## config.mk

```make
export PLATFORM = sky130hd
export DESIGN_NAME = aux_handshake_timing
export DESIGN_NICKNAME = d
export VERILOG_FILES = /design/src/aux_timing_pkg.sv /design/src/aux_fifo.sv /design/src/aux_handshake_timing.sv
export SDC_FILE = /design/constraint.sdc
export NUM_CORES = 1
export LEC_CHECK = 0
export BUFFER_PORTS_ARGS = -buffer_cell sky130_fd_sc_hd__buf_2
export CAP_MARGIN = 20
export CORE_MARGIN = 4
export CORE_UTILIZATION = 45
export CTS_CLUSTER_SIZE = 25
export DETAILED_ROUTE_END_ITERATION = 7
export SYNTH_ARGS = -nofsm -noshare
export SYNTH_HDL_FRONTEND = slang
export SYNTH_HIERARCHICAL = 1
export SYNTH_SLANG_ARGS = --single-unit
```

## constraint.sdc

```tcl
create_clock -name SYS_CLK -period 4.6 [get_ports SYS_CLK]
set_clock_uncertainty 0.2 [all_clocks]
set_input_delay 0.92 -clock SYS_CLK [delete_from_list [all_inputs] [get_ports SYS_CLK]]
set_output_delay 0.92 -clock SYS_CLK [all_outputs]
set_load 0.02 [all_outputs]
```

## src/aux_timing_pkg.sv

```systemverilog
// Package with register layout and selector codes for the auxiliary handshake timer
package aux_timing_pkg;
    localparam int          REG_W         = 8;
    localparam int          SEL_W         = 4;
    localparam int          ADDR_W        = 3;
    // Register index on the byte-wide register port
    localparam logic [2:0]  IDX_SRC_ATTR  = 3'h0;
    localparam logic [2:0]  IDX_DST_ATTR  = 3'h1;
    localparam logic [2:0]  IDX_SRC_AR    = 3'h2;
    localparam logic [2:0]  IDX_DST_AR    = 3'h3;
    localparam logic [2:0]  IDX_SRC_REL   = 3'h4;
    localparam logic [7:0]  RESET_VALUE   = 8'h00;
    // Field positions inside a timing register
    localparam int          ACK_SEL_HI    = 7;
    localparam int          ACK_SEL_LO    = 4;
    localparam int          RDY_SEL_HI    = 3;
    localparam int          RDY_SEL_LO    = 0;
    // Selector codes
    localparam logic [3:0]  SEL_LAST_FIX  = 4'hB;
    localparam logic [3:0]  SEL_REQ       = 4'hC;
    localparam logic [3:0]  SEL_REQ_NRDY  = 4'hD;
    localparam logic [3:0]  SEL_FIFO      = 4'hE;
    localparam logic [3:0]  SEL_RDY       = 4'hF;
    localparam logic [3:0]  REL_RDY_PIN   = 4'hC;
    localparam logic [3:0]  REL_VALID_RDY = 4'hF;
    // Link clock: 32 MHz derived from the 40 MHz system clock
    localparam int          SYS_KHZ       = 40000;
    localparam int          LINK_KHZ      = 32000;
    localparam logic [15:0] PHASE_STEP    = 16'(LINK_KHZ);
    localparam logic [15:0] PHASE_MOD     = 16'(SYS_KHZ);
    localparam int          FIFO_DEPTH    = 8;
endpackage : aux_timing_pkg
```

## src/aux_fifo.sv

```systemverilog
// Parameterised synchronous FIFO with valid/ready on both sides
`timescale 1ns/1ps
module aux_fifo #(
    parameter int WIDTH = 8,
    parameter int DEPTH = 8
) (
    // Clock and reset
    input  wire logic             clk,
    input  wire logic             srst,
    // Fill side
    input  wire logic             in_valid,
    output logic                  in_ready,
    input  wire logic [WIDTH-1:0] in_data,
    // Drain side
    output logic                  out_valid,
    input  wire logic             out_ready,
    output logic      [WIDTH-1:0] out_data
);
    localparam int AW = $clog2(DEPTH);
    logic [WIDTH-1:0] mem [DEPTH];
    logic [AW-1:0]    wr_q, wr_d, rd_q, rd_d;
    logic [AW:0]      cnt_q, cnt_d;
    logic             push, pop;

    assign in_ready  = (cnt_q != (AW+1)'(DEPTH));
    assign out_valid = (cnt_q != '0);
    assign push      = in_valid && in_ready;
    assign pop       = out_valid && out_ready;
    assign out_data  = mem[rd_q];

    always_comb begin
        wr_d  = push ? AW'(wr_q + 1'b1) : wr_q;
        rd_d  = pop  ? AW'(rd_q + 1'b1) : rd_q;
        cnt_d = cnt_q;
        if (push && !pop) begin
            cnt_d = cnt_q + 1'b1;
        end else if (pop && !push) begin
            cnt_d = cnt_q - 1'b1;
        end
    end

    always_ff @(posedge clk) begin
        if (srst) begin
            wr_q  <= '0;
            rd_q  <= '0;
            cnt_q <= '0;
        end else begin
            wr_q  <= wr_d;
            rd_q  <= rd_d;
            cnt_q <= cnt_d;
        end
    end

    always_ff @(posedge clk) begin
        if (push) begin
            mem[wr_q] <= in_data;
        end
    end
endmodule : aux_fifo

```

## src/aux_handshake_timing.sv

```systemverilog
// Auxiliary DMA port handshake timing engine with its timing registers
// Operation
// - Upper nibble selects acknowledge assert moment
// - Codes 0-11 wait code+1 link cycles
// - Code 12 fires on request asserted
// - Code 13 needs request and ready released
// - Code 14 fires on FIFO capture
// - Code 15 fires on ready pin asserted
// - Lower nibble selects ready indication, same codes
// - Source and destination have separate selectors
// - Source release 1-12 cycles after ready
// - Release 12 rdy pin, 14 FIFO, 15 ready
`timescale 1ns/1ps
module aux_handshake_timing
    import aux_timing_pkg::*;
#(
    parameter int DATA_W = 8,
    parameter int DEPTH  = aux_timing_pkg::FIFO_DEPTH
) (
    // Clock and reset
    input  wire logic                              SYS_CLK,
    input  wire logic                              SRST,
    // Register port
    input  wire logic [aux_timing_pkg::ADDR_W-1:0] REG_ADDR,
    input  wire logic                              REG_WR,
    input  wire logic [aux_timing_pkg::REG_W-1:0]  REG_WDATA,
    output logic      [aux_timing_pkg::REG_W-1:0]  REG_RDATA,
    // DMA controller side
    input  wire logic                              CYCLE_START,
    input  wire logic                              CYCLE_WRITE,
    output logic                                   CYCLE_BUSY,
    output logic                                   READY_PULSE,
    // Auxiliary peripheral pins
    input  wire logic                              SIDE_REQUEST_IN,
    input  wire logic                              SIDE_READY_IN,
    output logic                                   SIDE_ACKNOWLEDGE_OUT,
    input  wire logic [DATA_W-1:0]                 SIDE_DATA_IN,
    output logic      [DATA_W-1:0]                 SIDE_DATA_OUT,
    // Read data stream toward the DMA controller
    output logic                                   RD_VALID,
    input  wire logic                              RD_READY,
    output logic      [DATA_W-1:0]                 RD_DATA,
    // Write data stream from the DMA controller
    input  wire logic                              WR_VALID,
    output logic                                   WR_READY,
    input  wire logic [DATA_W-1:0]                 WR_DATA
);
    import aux_timing_pkg::*;

    typedef enum logic [1:0] {ST_IDLE, ST_ASSERT, ST_READY, ST_RELEASE} phase_e;

    logic [7:0]  src_attr_q, src_attr_d, dst_attr_q, dst_attr_d;
    logic [7:0]  src_ar_q, src_ar_d, dst_ar_q, dst_ar_d, src_rel_q, src_rel_d;
    logic [15:0] ph_q, ph_d;
    logic        tick;
    phase_e      st_q, st_d;
    logic        wr_q, wr_d, ack_q, ack_d;
    logic        ack_done_q, ack_done_d;
    logic [3:0]  cnt_q, cnt_d;
    logic [3:0]  ack_sel, rdy_sel, rel_sel;
    logic        captured, cap_seen, ack_hit, rdy_hit, rel_hit, rdy_fire;
    logic [DATA_W-1:0] dout_q, dout_d;
    logic        fifo_in_ready, fifo_out_valid;
    logic [DATA_W-1:0] fifo_out_data;

    // One selector code resolved against the current events and cycle count
    function automatic logic sel_hit(input logic [3:0] sel, input logic [3:0] cnt,
                                     input logic tk, input logic req, input logic rdy,
                                     input logic cap);
        case (sel)
            SEL_REQ:      sel_hit = req;
            SEL_REQ_NRDY: sel_hit = req && !rdy;
            SEL_FIFO:     sel_hit = cap;
            SEL_RDY:      sel_hit = rdy;
            default:      sel_hit = tk && (cnt == sel);
        endcase
    endfunction : sel_hit

    // Register file; all fields clear on reset
    always_comb begin
        src_attr_d = src_attr_q;
        dst_attr_d = dst_attr_q;
        src_ar_d   = src_ar_q;
        dst_ar_d   = dst_ar_q;
        src_rel_d  = src_rel_q;
        if (REG_WR) begin
            case (REG_ADDR)
                IDX_SRC_ATTR: src_attr_d = REG_WDATA;
                IDX_DST_ATTR: dst_attr_d = REG_WDATA;
                IDX_SRC_AR:   src_ar_d   = REG_WDATA;
                IDX_DST_AR:   dst_ar_d   = REG_WDATA;
                IDX_SRC_REL:  src_rel_d  = REG_WDATA;
                default:      src_attr_d = src_attr_q;
            endcase
        end
    end

    always_ff @(posedge SYS_CLK) begin
        if (SRST) begin
            src_attr_q <= RESET_VALUE;
            dst_attr_q <= RESET_VALUE;
            src_ar_q   <= RESET_VALUE;
            dst_ar_q   <= RESET_VALUE;
            src_rel_q  <= RESET_VALUE;
        end else begin
            src_attr_q <= src_attr_d;
            dst_attr_q <= dst_attr_d;
            src_ar_q   <= src_ar_d;
            dst_ar_q   <= dst_ar_d;
            src_rel_q  <= src_rel_d;
        end
    end

    always_comb begin
        case (REG_ADDR)
            IDX_SRC_ATTR: REG_RDATA = src_attr_q;
            IDX_DST_ATTR: REG_RDATA = dst_attr_q;
            IDX_SRC_AR:   REG_RDATA = src_ar_q;
            IDX_DST_AR:   REG_RDATA = dst_ar_q;
            IDX_SRC_REL:  REG_RDATA = src_rel_q;
            default:      REG_RDATA = {6'h00, ack_q, CYCLE_BUSY};
        endcase
    end

    // Fractional divider: 32 MHz link ticks out of the 40 MHz clock, four in five cycles
    always_comb begin
        if (ph_q + PHASE_STEP >= PHASE_MOD) begin
            ph_d = 16'(ph_q + PHASE_STEP - PHASE_MOD);
            tick = 1'b1;
        end else begin
            ph_d = 16'(ph_q + PHASE_STEP);
            tick = 1'b0;
        end
    end

    always_ff @(posedge SYS_CLK) begin
        if (SRST) begin
            ph_q <= 16'h0000;
        end else begin
            ph_q <= ph_d;
        end
    end

    // Reads use the source selectors, writes the destination ones
    assign ack_sel = wr_q ? dst_ar_q[ACK_SEL_HI:ACK_SEL_LO]
                          : src_ar_q[ACK_SEL_HI:ACK_SEL_LO];
    assign rdy_sel = wr_q ? dst_ar_q[RDY_SEL_HI:RDY_SEL_LO]
                          : src_ar_q[RDY_SEL_HI:RDY_SEL_LO];
    assign rel_sel = src_rel_q[ACK_SEL_HI:ACK_SEL_LO];

    // Capture: a read word enters the FIFO, or a written word leaves it onto the pins
    assign captured = wr_q ? (st_q != ST_IDLE && !ack_done_q && fifo_out_valid)
                           : (st_q != ST_IDLE && !ack_done_q && SIDE_READY_IN
                              && fifo_in_ready);
    assign ack_hit  = sel_hit(ack_sel, cnt_q, tick, SIDE_REQUEST_IN, SIDE_READY_IN,
                              captured);
    // A word captured during an earlier phase still counts, else code 14 would hang
    assign cap_seen = captured || ack_done_q;
    assign rdy_hit  = sel_hit(rdy_sel, cnt_q, tick, SIDE_REQUEST_IN, SIDE_READY_IN,
                              cap_seen);

    // Release codes 12, 13 and 15 differ from the assert table; 13 is treated like 12
    always_comb begin
        case (rel_sel)
            REL_RDY_PIN, SEL_REQ_NRDY: rel_hit = SIDE_READY_IN;
            SEL_FIFO:                  rel_hit = cap_seen;
            REL_VALID_RDY:             rel_hit = 1'b1;
            default:                   rel_hit = tick && (cnt_q == rel_sel);
        endcase
    end

    always_comb begin
        st_d        = st_q;
        wr_d        = wr_q;
        ack_d       = ack_q;
        cnt_d       = cnt_q;
        ack_done_d  = ack_done_q;
        rdy_fire    = 1'b0;
        case (st_q)
            ST_IDLE: begin
                if (CYCLE_START) begin
                    st_d       = ST_ASSERT;
                    wr_d       = CYCLE_WRITE;
                    cnt_d      = 4'h0;
                    ack_done_d = 1'b0;
                end
            end
            ST_ASSERT: begin
                if (ack_hit) begin
                    ack_d = 1'b1;
                    st_d  = ST_READY;
                    cnt_d = 4'h0;
                end else if (tick && cnt_q != SEL_LAST_FIX) begin
                    cnt_d = cnt_q + 4'h1;
                end
                if (captured) begin
                    ack_done_d = 1'b1;
                end
            end
            ST_READY: begin
                if (rdy_hit) begin
                    rdy_fire = 1'b1;
                    st_d     = ST_RELEASE;
                    cnt_d    = 4'h0;
                end else if (tick && cnt_q != SEL_LAST_FIX) begin
                    cnt_d = cnt_q + 4'h1;
                end
                if (captured) begin
                    ack_done_d = 1'b1;
                end
            end
            ST_RELEASE: begin
                // Destination release table is outside this block: release on ready
                if (wr_q || rel_hit) begin
                    ack_d = 1'b0;
                    st_d  = ST_IDLE;
                end else if (tick && cnt_q != SEL_LAST_FIX) begin
                    cnt_d = cnt_q + 4'h1;
                end
                if (captured) begin
                    ack_done_d = 1'b1;
                end
            end
            default: st_d = ST_IDLE;
        endcase
    end

    always_ff @(posedge SYS_CLK) begin
        if (SRST) begin
            st_q        <= ST_IDLE;
            wr_q        <= 1'b0;
            ack_q       <= 1'b0;
            cnt_q       <= 4'h0;
            ack_done_q  <= 1'b0;
        end else begin
            st_q        <= st_d;
            wr_q        <= wr_d;
            ack_q       <= ack_d;
            cnt_q       <= cnt_d;
            ack_done_q  <= ack_done_d;
        end
    end

    assign CYCLE_BUSY           = (st_q != ST_IDLE);
    assign READY_PULSE          = rdy_fire;
    assign SIDE_ACKNOWLEDGE_OUT = ack_q;

    // Write data is held on the pins from the word last taken out of the FIFO
    always_comb begin
        dout_d = (wr_q && captured) ? fifo_out_data : dout_q;
    end

    always_ff @(posedge SYS_CLK) begin
        if (SRST) begin
            dout_q <= '0;
        end else begin
            dout_q <= dout_d;
        end
    end

    assign SIDE_DATA_OUT = dout_q;

    // One FIFO shared by both directions; the cycle direction picks its ends
    logic              f_in_valid, f_out_ready;
    logic [DATA_W-1:0] f_in_data;
    assign f_in_valid  = wr_q ? (WR_VALID && !CYCLE_BUSY) || (WR_VALID && wr_q)
                              : captured;
    assign f_in_data   = wr_q ? WR_DATA : SIDE_DATA_IN;
    assign f_out_ready = wr_q ? captured : RD_READY;
    assign WR_READY    = wr_q && fifo_in_ready;
    assign RD_VALID    = !wr_q && fifo_out_valid;
    assign RD_DATA     = fifo_out_data;

    aux_fifo #(
        .WIDTH (DATA_W),
        .DEPTH (DEPTH)
    ) u_fifo (
        .clk       (SYS_CLK),
        .srst      (SRST),
        .in_valid  (f_in_valid),
        .in_ready  (fifo_in_ready),
        .in_data   (f_in_data),
        .out_valid (fifo_out_valid),
        .out_ready (f_out_ready),
        .out_data  (fifo_out_data)
    );

    a_ack_fixed_delay: assert property (@(posedge SYS_CLK) disable iff (SRST)
        (st_q == ST_ASSERT && ack_sel <= SEL_LAST_FIX && ack_hit) |=> SIDE_ACKNOWLEDGE_OUT)
        else $error("acknowledge not asserted after fixed delay");
    a_ack_on_request: assert property (@(posedge SYS_CLK) disable iff (SRST)
        (st_q == ST_ASSERT && ack_sel == SEL_REQ && SIDE_REQUEST_IN) |=> SIDE_ACKNOWLEDGE_OUT)
        else $error("acknowledge missed request");
    a_ack_req_nrdy: assert property (@(posedge SYS_CLK) disable iff (SRST)
        (st_q == ST_ASSERT && ack_sel == SEL_REQ_NRDY && SIDE_READY_IN) |=> !$rose(ack_q))
        else $error("acknowledge while ready still held");
    a_ack_on_ready: assert property (@(posedge SYS_CLK) disable iff (SRST)
        (st_q == ST_ASSERT && ack_sel == SEL_RDY && SIDE_READY_IN) |=> SIDE_ACKNOWLEDGE_OUT)
        else $error("acknowledge missed ready pin");
    a_ack_on_capture: assert property (@(posedge SYS_CLK) disable iff (SRST)
        (st_q == ST_ASSERT && ack_sel == SEL_FIFO && captured) |=> SIDE_ACKNOWLEDGE_OUT)
        else $error("acknowledge missed capture");
    a_ready_after_ack: assert property (@(posedge SYS_CLK) disable iff (SRST)
        READY_PULSE |-> SIDE_ACKNOWLEDGE_OUT && st_q == ST_READY)
        else $error("ready indication outside ready phase");
    a_release_bound: assert property (@(posedge SYS_CLK) disable iff (SRST)
        (st_q == ST_RELEASE && !wr_q && rel_sel <= SEL_LAST_FIX) |-> ##[0:20] !ack_q)
        else $error("acknowledge release too late");
    a_reset_clear: assert property (@(posedge SYS_CLK)
        SRST |=> src_ar_q == 8'h00 && dst_ar_q == 8'h00 && src_rel_q == 8'h00)
        else $error("timing fields not cleared");

    // Ticks seen in the assert phase, counted apart from cnt_q so the check does not reuse it
    logic [4:0] ast_ticks_q, ast_ticks_d;

    always_comb begin
        ast_ticks_d = ast_ticks_q;
        if (st_q != ST_ASSERT) begin
            ast_ticks_d = 5'h00;
        end else if (tick && ast_ticks_q != 5'h1F) begin
            ast_ticks_d = ast_ticks_q + 5'h01;
        end
    end

    always_ff @(posedge SYS_CLK) begin
        if (SRST) begin
            ast_ticks_q <= 5'h00;
        end else begin
            ast_ticks_q <= ast_ticks_d;
        end
    end

    a_ack_tick_count: assert property (@(posedge SYS_CLK) disable iff (SRST)
        (st_q == ST_ASSERT && ack_sel <= SEL_LAST_FIX && tick)
        |=> SIDE_ACKNOWLEDGE_OUT == ({1'b0, $past(ack_sel)} == $past(ast_ticks_q)))
        else $error("acknowledge tick count differs from code");
    a_ready_on_capture: assert property (@(posedge SYS_CLK) disable iff (SRST)
        (st_q == ST_READY && rdy_sel == SEL_FIFO && ack_done_q) |-> READY_PULSE)
        else $error("ready missed earlier capture");
    a_release_on_pin: assert property (@(posedge SYS_CLK) disable iff (SRST)
        (st_q == ST_RELEASE && !wr_q && rel_sel == REL_RDY_PIN && SIDE_READY_IN)
        |=> !SIDE_ACKNOWLEDGE_OUT)
        else $error("acknowledge held past ready pin");
    a_release_on_cap: assert property (@(posedge SYS_CLK) disable iff (SRST)
        (st_q == ST_RELEASE && !wr_q && rel_sel == SEL_FIFO && cap_seen)
        |=> !SIDE_ACKNOWLEDGE_OUT)
        else $error("acknowledge held past capture");
    a_write_release: assert property (@(posedge SYS_CLK) disable iff (SRST)
        (READY_PULSE && wr_q) |-> ##2 !SIDE_ACKNOWLEDGE_OUT)
        else $error("write acknowledge not released after ready");
    a_start_dir: assert property (@(posedge SYS_CLK) disable iff (SRST)
        (CYCLE_START && !CYCLE_BUSY) |=> CYCLE_BUSY && wr_q == $past(CYCLE_WRITE))
        else $error("cycle start or direction not taken");
endmodule : aux_handshake_timing

```

==> metrics.yaml, run 1 <==
sta:
  hold_viol_final: 0
  finalCriticalPeriod_ns: 3.98
  max_freq_mhz: 252
  setup_viol: 0
  relSlewSlack_pct: 29.4
  fin_ws_ns: 0.624
  worst_slew_pin_slew_ns: 1.05
  fin_setup_tns_ns: 0
  grt_setup_unrepaired: "false"
  slew_viol_final: 0
  fin_crit_sh_pct: 86.4
critical_path:
  cp.required_ns: 3.48
  r2r_start: "wr_q"
  end_kind: "output pin"
  worstPathArrival_ns: 2.86
  path_delay_family: "flip-flops"
  critPathLaunchType: "register"
  cp-endpoint: "READY_PULSE"
  cp_max_fo: 15
  critPathKind: "reg2out"
  cp_slowest_stage_delay_ns: 0.81
  r2r_slack_ns: 0.74
  cp_slowest_cell: "dfxtp_1"
  crit_buf_inv: 1
  crit_start: "wr_q"
  path_cells: "mux2_2 -> xor2_1 -> nor4_2 -> o211ai_1 -> a21boi_0 -> buf_2"
  cp_num_cells: 6
  reg2reg_depth: 12
  worst_r2r_endpoint: "u_fifo/cnt_q[3]"
pwr:
  internal-power_mw: 2.92
  pwr-share-seq_pct: 36.4
  power_mw: 4.56
  power_density_nw_per_um2: 567
  peakVddDrop_v: 0.000404
  p_clk_share_pct: 30.1
  swShare_pct: 35.9
  p_comb_share_pct: 33.4
  p_switching_mw: 1.63
  power_leakage_nw: 2.96
cells_and_area:
  antennaDiodeCount: 0
  final_common_cell: "nand2_1"
  design_area_um2: 8030
  drive_above_1_share_pct: 20.0
  areaGrowthSynthToFinish_pct: 14.9
  layout_common_cells: "nand2_1, dfxtp_1, buf_2, edfxtp_1, a21oi_1"
  num-nets-final: 758
logic_synthesis:
  seq_area_frac_synth_pct: 50.4
  synth_compound_area_share_pct: 9.36
  synthArstFlopShare_pct: 0
  muxShareOfSynthArea_pct: 15.2
  syn_nets: 701
  ys_seq_elements: 144
  post-synth-top-area-cell: "edfxtp_1"
  synth_cell_type_count: 66
  synth_xor_area_share_pct: 3.51
  yosysWarnings: 6
  yosys.area_share.adder_pct: 2.79
  yosys.area_share.simple_pct: 15.3
  syn_area_um2: 6990
  yosys_most_used_dff: "dfxtp_1"
  synth_top_area_share_pct: 27.5
  ys_top_cells_by_area: "edfxtp_1, dfxtp_1, mux4_1, nand2_1, a21oi_1"
  synth_edf_count: 64
  synth_top_family_by_area: "simple AND/OR/NAND/NOR gates"
  synthCells: 650
  syn_avg_cell_area_um2: 10.8
placed_design:
  gp_congestion: 0.839
  dpl_cell_area_um2: 7440
  pre_cts_ws_ns: 0.713
  dp_hpwl_um: 11200
  port_buffers: 64
grt:
  grt_max_degree: 40
  grt_pass1_vias: 4850
  gr-total-overflow: 0
  grt_pass1_wl_um: 25700
  grt_util_all_layers_pct: 18.5
  antenna_found_initial: 0
routing:
  dr.pass1.iters: 5
  first_iter_violations: 324
  drc: 0
  routedWlPerCell_um: 17.5
  totalWireLength_um: 15900
  vias: 4959
  viasPerCell: 5.46
  ant_nets: 0
cts:
  insertion_delay_ns: 0.43
  htree_levels: 4
  cts_buffers: 17
  cts_root_buf: "clkbuf_16"
  clkSlewWorstSetupHoldPaths_ns: 0.07
  clock_sinks: 144
  cts_resized: 0
  post_cts_buffers: 0
  cts_tree: "yes"
  ctsHoldBuffers: 0
  clock_path_buffers: 2
die:
  die_w_um: 133
  die_h_um: 133
  num_rows: 45
  start_util_pct: 46.0
  core_um2: 15200
  ioPinCount: 65
  die-area_um2: 17600
min_path:
  min_path_type: "reg2reg"
outcome:
  status: "completed"
job:
  drv_cap: 0
cells in the mapped netlist, drive strengths merged, types with 13 or more instances:
master    n
nand2   110
dfxtp    80
edfxtp   64
a21oi    59
nor2     57
mux2i    29
clkbuf   23
mux2     21
mux4     21
ha       14
inv      14
nand3    14
o21ai    14
xnor2    14
xor2     14
buf      13
worst register-to-register path: stages (launching register included):
cell and delay [ns]:
dfxtp_1 0.55, buf_4 0.30, buf_4 0.18, o41ai_1 0.73, nand2_2 0.24, inv_1 0.11, ha_1 0.17, inv_1 0.09
ha_1 0.33, a21oi_1 0.24, a211oi_1 0.12, a31oi_1 0.16, mux2_2 0.34
worst min path at each step:
stage | end | slack, ns | startpoint | depth (start not counted)
2_1_floorplan | dst_attr_q[0] | 0.23 | dst_attr_q[0] | 2
3_3_place_gp | src_attr_q[2] | 0.24 | src_attr_q[2] | 2
3_5_place_dp | dst_attr_q[5] | 0.25 | dst_attr_q[5] | 2
4_1_cts | dst_attr_q[5] | 0.26 | dst_attr_q[5] | 2
5_1_grt | SIDE_DATA_OUT[7] | 0.27 | SIDE_DATA_OUT[7] | 2
6_report | dst_attr_q[5] | 0.25 | dst_attr_q[5] | 2
registers in the layout, summed over array words and instances (netlist names), 3 cells and up, named ones only:
| signal | flops |
|---|---|
| dst_ar_q | 8 |
| src_ar_q | 8 |
| u_fifo/rd_q | 3 |
| u_fifo/mem | 64 |
| u_fifo/cnt_q | 4 |
| SIDE_DATA_OUT | 8 |
| src_attr_q | 8 |
| src_rel_q | 8 |
| u_fifo/wr_q | 3 |
| cnt_q | 4 |
| dst_attr_q | 8 |
| ph_q | 10 |
stage by stage:
| stage | std cells | utilization [%] | hold slack, ns |
|---|---|---|---|
| CTS | 908 | 52.8 | 0.256 |
| global route | 908 | 52.8 | 0.269 |
| floorplan | 650 | - | 0.233 |
| detailed placement | 876 | 48.9 | 0.247 |
| finish | 908 | 52.8 | 0.255 |
| global placement | 876 | 48.9 | 0.241 |
power by group through the flow:
stage          combinational, mW  clock [mW]  sequential, mW
2_1_floorplan               1.27           0            1.60
3_3_place_gp                1.49           0            1.68
3_5_place_dp                1.52           0            1.69
4_1_cts                     1.53        1.40            1.66
5_1_grt                     1.68        1.46            1.68
6_report                    1.52        1.37            1.66
metal layers:
| metal | part of all wire, % | global-route usage (%) | vias to the layer above |
|---|---|---|---|
| met5 | 0 | 0 | - |
| met4 | 0.68 | 4.04 | 0 |
| met3 | 3.7 | 4.90 | 6 |
| met2 | 51 | 31.8 | 91 |
| met1 | 45 | 23.6 | 2405 |
| li1 | - | - | 2457 |
kinds of logic after synthesis:
kind of cell,after synthesis
AOI/OAI and AO/OA,107
xor gates and xnor gates,28
adders and majority gates,15
buffers and inverters,50
DFF,144
muxes,71
and+or+nand+nor,235
layout make-up:
type	count	area [µm²]
Clock buffer	17	425
Inverter	14	52.6
Clock inverter	15	166
Fill cell	1386	7170
Multi-Input combinational cell	456	3230
Sequential cell	144	3520
Timing Repair Buffer	74	395
Tap cell	188	235
(Power assumes the default switching activity.)
==> run 2: changes to the inputs <==
Settings changed: ABC_AREA set to 1.
==> run 2 against run 1 <==
Net effect: register-to-register slack better by 0.89 ns; critical path depth grew 4; sequential share of layout area grew 0.15 points; maximum frequency is 13% higher; global-route usage grew 1.4 points; clock power barely moved; total power increased by 8.0%; count of clock-buffer cells in the layout is 7 higher; sequential power barely moved; non-clock buffer count shrank 4; sequential cell count is the same; critical path type unchanged; die area barely moved.
==> metrics.yaml, run 2 <==
outcome:
  status: "completed"
routing:
  viasPerCell: 5.20  # -4.8%
  wl_met2_um: 8100  # +0.57%
  drc: 0  # unchanged
  vias: 5805  # +17%
  met3_wirelength_um: 820  # +39%
  maxUsedRoutingLayer: "met4"
  drt-met1-wl_um: 8250  # +15%
  totalWireLength_um: 17400  # +9.2%
  dr.pass1.iters: 6  # +1
  ant_nets: 0  # unchanged
  first_iter_violations: 516  # +59%
  routedWlPerCell_um: 15.6  # -11%
cts:
  clock_sinks: 144  # unchanged
  cts_tree: "yes"
  cts_root_buf: "clkbuf_16"
  insertion_delay_ns: 0.42  # about the same
  ctsHoldBuffers: 0  # unchanged
  post_cts_buffers: 0  # unchanged
  htree_levels: 4  # unchanged
  cts_buffers: 17  # unchanged
  clock_path_buffers: 2  # unchanged
  cts_resized: 0  # unchanged
  clkSlewWorstSetupHoldPaths_ns: 0.06  # about the same
logic_synthesis:
  synthArstFlopShare_pct: 0  # unchanged
  synth_edf_count: 64  # unchanged
  post-synth-top-area-cell: "edfxtp_1"
  ys_top_cells_by_area: "edfxtp_1, dfxtp_1, nand2_1, nor2_1, o21ai_0"
  syn_area_um2: 6990  # about the same
  synth_xor_area_share_pct: 1.15  # -2.4 points
  syn_nets: 905  # +29%
  synth_cell_type_count: 40  # -39%
  muxShareOfSynthArea_pct: 0  # -15 points
  seq_area_frac_synth_pct: 50.4  # about the same
  synthCells: 854  # +31%
  synth_top_family_by_area: "simple AND/OR/NAND/NOR gates"
  synth_top_area_share_pct: 27.5  # about the same
  yosysWarnings: 6  # unchanged
  ys_seq_elements: 144  # unchanged
  yosys_most_used_dff: "dfxtp_1"
  ys_top_cells_by_count: "nand2_1, nor2_1, o21ai_0"
  yosys.area_share.adder_pct: 2.79  # about the same
  syn_avg_cell_area_um2: 8.18  # -24%
  synth_compound_area_share_pct: 15.1  # +5.7 points
  yosys.area_share.simple_pct: 23.3  # +8.0 points
  yosysMostFrequentCell: "nand2_1"
cells_and_area:
  final_common_cell: "nand2_1"
  areaGrowthSynthToFinish_pct: 14.5
  stdcell_count: 1117  # +23%
  num-nets-final: 967  # +28%
  layout_common_cells: "nand2_1, nor2_1, o21ai_0"
  largestRegisters: "u_fifo/mem x64, ph_q x10"
  final.fill_count: 1473  # +6.3%
  largest_reg_flops: 64  # unchanged
  drive_above_1_share_pct: 14.7  # -5.3 points
  antennaDiodeCount: 0  # unchanged
  top_register: "u_fifo/mem"
critical_path:
  cp.required_ns: 3.48  # about the same
  reg2reg_depth: 15  # +3
  r2r_start: "wr_q"
  crit_start: "wr_q"
  cp_max_fo: 18  # +3
  worstPathArrival_ns: 2.41  # -0.45 ns
  critPathLaunchType: "register"
  worst_r2r_endpoint: "u_fifo/cnt_q[3]"
  r2r_slack_ns: 1.63  # +0.89 ns
  end_kind: "output pin"
  critPathKind: "reg2out"
die:
  num_rows: 45  # unchanged
  die-area_um2: 17600  # about the same
  die_h_um: 133  # about the same
  die_w_um: 133  # about the same
  start_util_pct: 46.0  # about the same
  core_um2: 15200  # unchanged
  ioPinCount: 65  # unchanged
placed_design:
  dp_hpwl_um: 12400  # +10%
  port_buffers: 64  # unchanged
  dp.cells: 1085  # +24%
  gp_congestion: 0.893  # +6.4%
grt:
  grt_pass1_vias: 5299  # +9.3%
  grt_pass1_wl_um: 27600  # +7.3%
  antenna_found_initial: 0  # unchanged
  grt_max_degree: 34  # -15%
  gr-total-overflow: 0  # unchanged
  grt_util_all_layers_pct: 19.9  # +1.4 points
sta:
  max_freq_mhz: 284  # +13%
  hold_viol_final: 0  # unchanged
  fin_setup_tns_ns: 0  # unchanged
  relSlewSlack_pct: 37.6  # +8.2 points
  finalCriticalPeriod_ns: 3.53  # -0.450 ns
  setup_viol: 0  # unchanged
  worst_slew_pin_slew_ns: 0.933  # -0.118 ns
  fin_crit_sh_pct: 76.6  # -9.8 points
  grt_setup_unrepaired: "false"
  slew_viol_final: 0  # unchanged
pwr:
  power_leakage_nw: 3.33  # +12%
  power_mw: 4.92  # +8.0%
  power_density_nw_per_um2: 615  # +8.4%
  peakVddDrop_v: 0.000482  # +19%
min_path:
  min_path_type: "reg2reg"
  min_from: "src_rel_q[2]"
  holdPathStages: 2  # unchanged
  holdPathEnd: "src_rel_q[2]"
job:
  drv_cap: 0  # unchanged
-- run 2: cell types whose count changed in the layout (fill, tap and decap cells not counted), sizes merged, moves of 11 or more --
cell | previous run | this run
o21ai | 14 | 119
nand3 | 14 | 49
mux2i | 29 | 0
nand2 | 110 | 176
a21oi | 59 | 48
mux2 | 21 | 0
mux4 | 21 | 0
xnor2 | 14 | 1
nor2 | 57 | 136
nand2b | 11 | 0
inv | 22 | 89
-- run 2: cell type report --
type	count	area (µm²)	area share [%]
clock inverters	8	63.8	0.797
multi-input cells	596	2960	37.0
repair buffers	70	365	4.57
clock buffers	24	526	6.57
flip-flops and latches	144	3520	44.0
inverters	87	329	4.11
well taps	188	235	2.94
-- run 2: report_power, final --
part	total, mW	switching [mW]	leakage (nW)	internal, mW
combinational	1.92	1.29	1.81	0.631
sequential	1.66	0.125	1.23	1.53
clock	1.34	0.537	0.283	0.807
total	4.92	1.95	3.33	2.97
-- run 2: worst max path at each step --
stage	to	depth (start not counted)	slack [ns]
5_1_grt	READY_PULSE	10	0.85
6_report	READY_PULSE	10	1.07
3_3_place_gp	REG_RDATA[4]	8	1.42
4_1_cts	READY_PULSE	10	1.10
3_5_place_dp	REG_RDATA[4]	5	1.36
2_1_floorplan	REG_RDATA[0]	6	1.55
-- run 2: per-layer routing --
metal,up-vias,global-route usage [%]
met4,0,5.83
li1,2987,-
met3,16,3.95
met2,148,32.4
met1,2654,27.2
met5,-,0
-- run 2: cells by family after synthesis --
group	count (synthesis)
and+or+nand+nor	380
AOI/OAI and AO/OA	194
DFF	144
buffers and inverters	114
adders and majority gates	15
xor gates and xnor gates	7
-- run 2: critical path, cell delays in order, from the launching register on --
cell and delay [ns]:
dfxtp_1 0.51, buf_4 0.31, inv_4 0.14, nand2_1 0.14, nand2_1 0.10, o21ai_0 0.15, inv_1 0.05, nand2_1 0.06
nand3_1 0.08, a21boi_0 0.24, buf_2 0.21
-- run 2: through the flow --
step | hold slack [ns] | instance area [µm²] | util [%] | setup slack [ns]
after floorplan | 0.230 | 6990 | - | 1.55
after global placement | 0.247 | 7410 | 48.8 | 1.42
after detailed placement | 0.247 | 7410 | 48.8 | 1.36
after CTS | 0.255 | 8000 | 52.6 | 1.10
after global routing | 0.271 | 8000 | 52.6 | 0.848
final | 0.261 | 8000 | 52.6 | 1.07
==> run 3: changes to the inputs <==
Settings changed: PLACE_DENSITY set to 0.66.
Clock period 4.6 ns to 3.15 ns, I/O delays scaled along.
==> run 3 against run 2 <==
Net effect: sequential cell count unchanged; count of clock-buffer cells in the layout decreased by 6; combinational power increased by 48%; cell area increased by 1.3%; wire length decreased by 6.1%; non-clock buffer count increased by 13; total power increased by 47%; largest cell class unchanged.
==> metrics.yaml, run 3 (synthesis gave the netlist of run 2 again) <==
outcome:
  status: "completed"
placed_design:
  port_buffers: 64  # unchanged
  dpl_cell_area_um2: 7500  # +1.2%
  dp_hpwl_um: 11500  # -7.4%
  gp_congestion: 0.865  # -3.1%
cells_and_area:
  final_util_pct: 53.3  # +0.68 points
  top_register: "u_fifo/mem"
  final_common_cell: "nand2_1"
  largestRegisters: "u_fifo/mem x64, ph_q x10"
  design_area_um2: 8110  # +1.3%
  areaGrowthSynthToFinish_pct: 16.0
  largest_reg_flops: 64  # unchanged
  layout_common_cells: "nand2_1, nor2_1, o21ai_0"
  antennaDiodeCount: 0  # unchanged
  drive_above_1_share_pct: 16.3  # +1.6 points
  num-nets-final: 980  # +1.3%
sta:
  grt_setup_unrepaired: "true"
  relSlewSlack_pct: 62.2  # +25 points
  worst_slew_pin_slew_ns: 0.566  # -0.367 ns
  hold_viol_final: 0  # unchanged
  slew_viol_final: 0  # unchanged
  fin_setup_tns_ns: 0  # unchanged
  fin_crit_sh_pct: 94.6
  whs_ns: 0.260  # -0.00140 ns
  setup_viol: 0  # unchanged
  max_freq_mhz: 336
  finalCriticalPeriod_ns: 2.98
routing:
  routedWlPerCell_um: 14.4  # -7.2%
  viasPerCell: 5.15  # -0.83%
  ant_nets: 0  # unchanged
  totalWireLength_um: 16300  # -6.1%
  first_iter_violations: 393  # -24%
  dr.pass1.iters: 5  # -1
  drc: 0  # unchanged
  vias: 5824  # +0.33%
pwr:
  power_density_nw_per_um2: 895  # +46%
  power_leakage_nw: 3.39  # +1.9%
  peakVddDrop_v: 0.000433  # -10%
grt:
  antenna_found_initial: 0  # unchanged
  gr-total-overflow: 0  # unchanged
  grt_util_all_layers_pct: 19.0  # -0.90 points
  met1_usage_pct: 26.1  # -1.1 points
  grt_use_met2_pct: 29.4  # -2.9 points
  grt_pass1_vias: 5484  # +3.5%
  grt_max_degree: 47  # +38%
  grtUsageMet3_pct: 5.63  # +1.7 points
  grt_pass1_wl_um: 27000  # -1.9%
  grt_busiest_layer: "met2"
critical_path:
  end_kind: "output pin"
  cp.required_ns: 2.32  # -1.16 ns
  path_delay_family: "simple AND/OR/NAND/NOR gates"
  worstPathArrival_ns: 2.15  # -0.26 ns
  path_cells: "ha_1 -> inv_1 -> nand3_1 -> nand2_2 -> nor2_2 -> nand2_2 -> nand2_4 -> nand3_1 -> a21boi_2 -> buf_4"
  crit_buf_inv: 2  # -2
  critPathKind: "reg2out"
  cp_max_fo: 5  # -13
  cp_slowest_stage_delay_ns: 0.42  # -0.09 ns
  cp_slowest_cell: "dfxtp_1"
  critPathLaunchType: "register"
cts:
  clkSlewWorstSetupHoldPaths_ns: 0.06  # about the same
  cts_root_buf: "clkbuf_16"
  htree_levels: 4  # unchanged
  clock_sinks: 144  # unchanged
  cts_buffers: 17  # unchanged
  insertion_delay_ns: 0.43  # about the same
  clock_path_buffers: 2  # unchanged
  cts_tree: "yes"
  ctsHoldBuffers: 0  # unchanged
min_path:
  min_path_type: "reg2reg"
die:
  core_um2: 15200  # unchanged
  die-area_um2: 17600  # unchanged
  num_rows: 45  # unchanged
  ioPinCount: 65  # unchanged
  start_util_pct: 46.0  # unchanged
  die_w_um: 133  # unchanged
  die_h_um: 133  # unchanged
job:
  drv_cap: 0  # unchanged
run 3: cell count changes in the layout (fill, tap and decap cells not counted), moves of 2 or more:
cell / previous run / this run
buf_4: 6 / 20
clkbuf_16: 20 / 17
bufinv_16: 0 / 2
clkbuf_1: 3 / 1
run 3: layout make-up:
cell class | instances | area [µm²]
fillers | 1475 | 7100
clock buffers | 18 | 429
repair buffers | 83 | 465
multi-input cells | 596 | 2970
flip-flops and latches | 144 | 3520
clock inverters | 14 | 155
well taps | 188 | 235
inverters | 87 | 329
run 3: worst paths after layout:
| kind | from | endpoint | slack (ns) | cells after the start |
|---|---|---|---|---|
| min reg2reg | src_rel_q[3] | src_rel_q[3] | 0.26 | 2 |
| max | ph_q[8] | READY_PULSE | 0.17 | 10 |
| min | src_rel_q[3] | src_rel_q[3] | 0.26 | 2 |
| max reg2reg | st_q[1] | u_fifo/cnt_q[3] | 0.29 | 17 |
run 3: repair_timing:
action	in CTS	in global routing
pin swaps	0	1
setup endpoints to repair	1	1
buffers inserted	0	1
gates resized for setup	1	4
run 3: tightest hold or removal path, cell delays in order, from the launching register on:
cell and delay, ns:
dfxtp_1 0.29, inv_1 0.06, a21oi_1 0.06
run 3: per-stage QoR:
stage                     total power [mW]  instances  setup slack [ns]
final                                 7.25       1130             0.171
after global routing                  7.82       1130           -0.0278
after CTS                             7.28       1129            0.0544
after detailed placement              5.28       1097             0.364
after global placement                5.26       1097             0.380
after floorplan                       4.65        854             0.606
run 3: power breakdown:
| group | internal (mW) | total [mW] | leakage [nW] | switching, mW |
|---|---|---|---|---|
| logic | 0.955 | 2.85 | 1.88 | 1.89 |
| clock network | 1.18 | 1.98 | 0.277 | 0.803 |
| registers | 2.24 | 2.43 | 1.23 | 0.186 |
run 3: per-layer routing:
layer  share of wire, %  wire length, µm
met3                6.0              977
met4                1.4              225
met2                 44             7230
met5                  0                0
met1                 48             7880
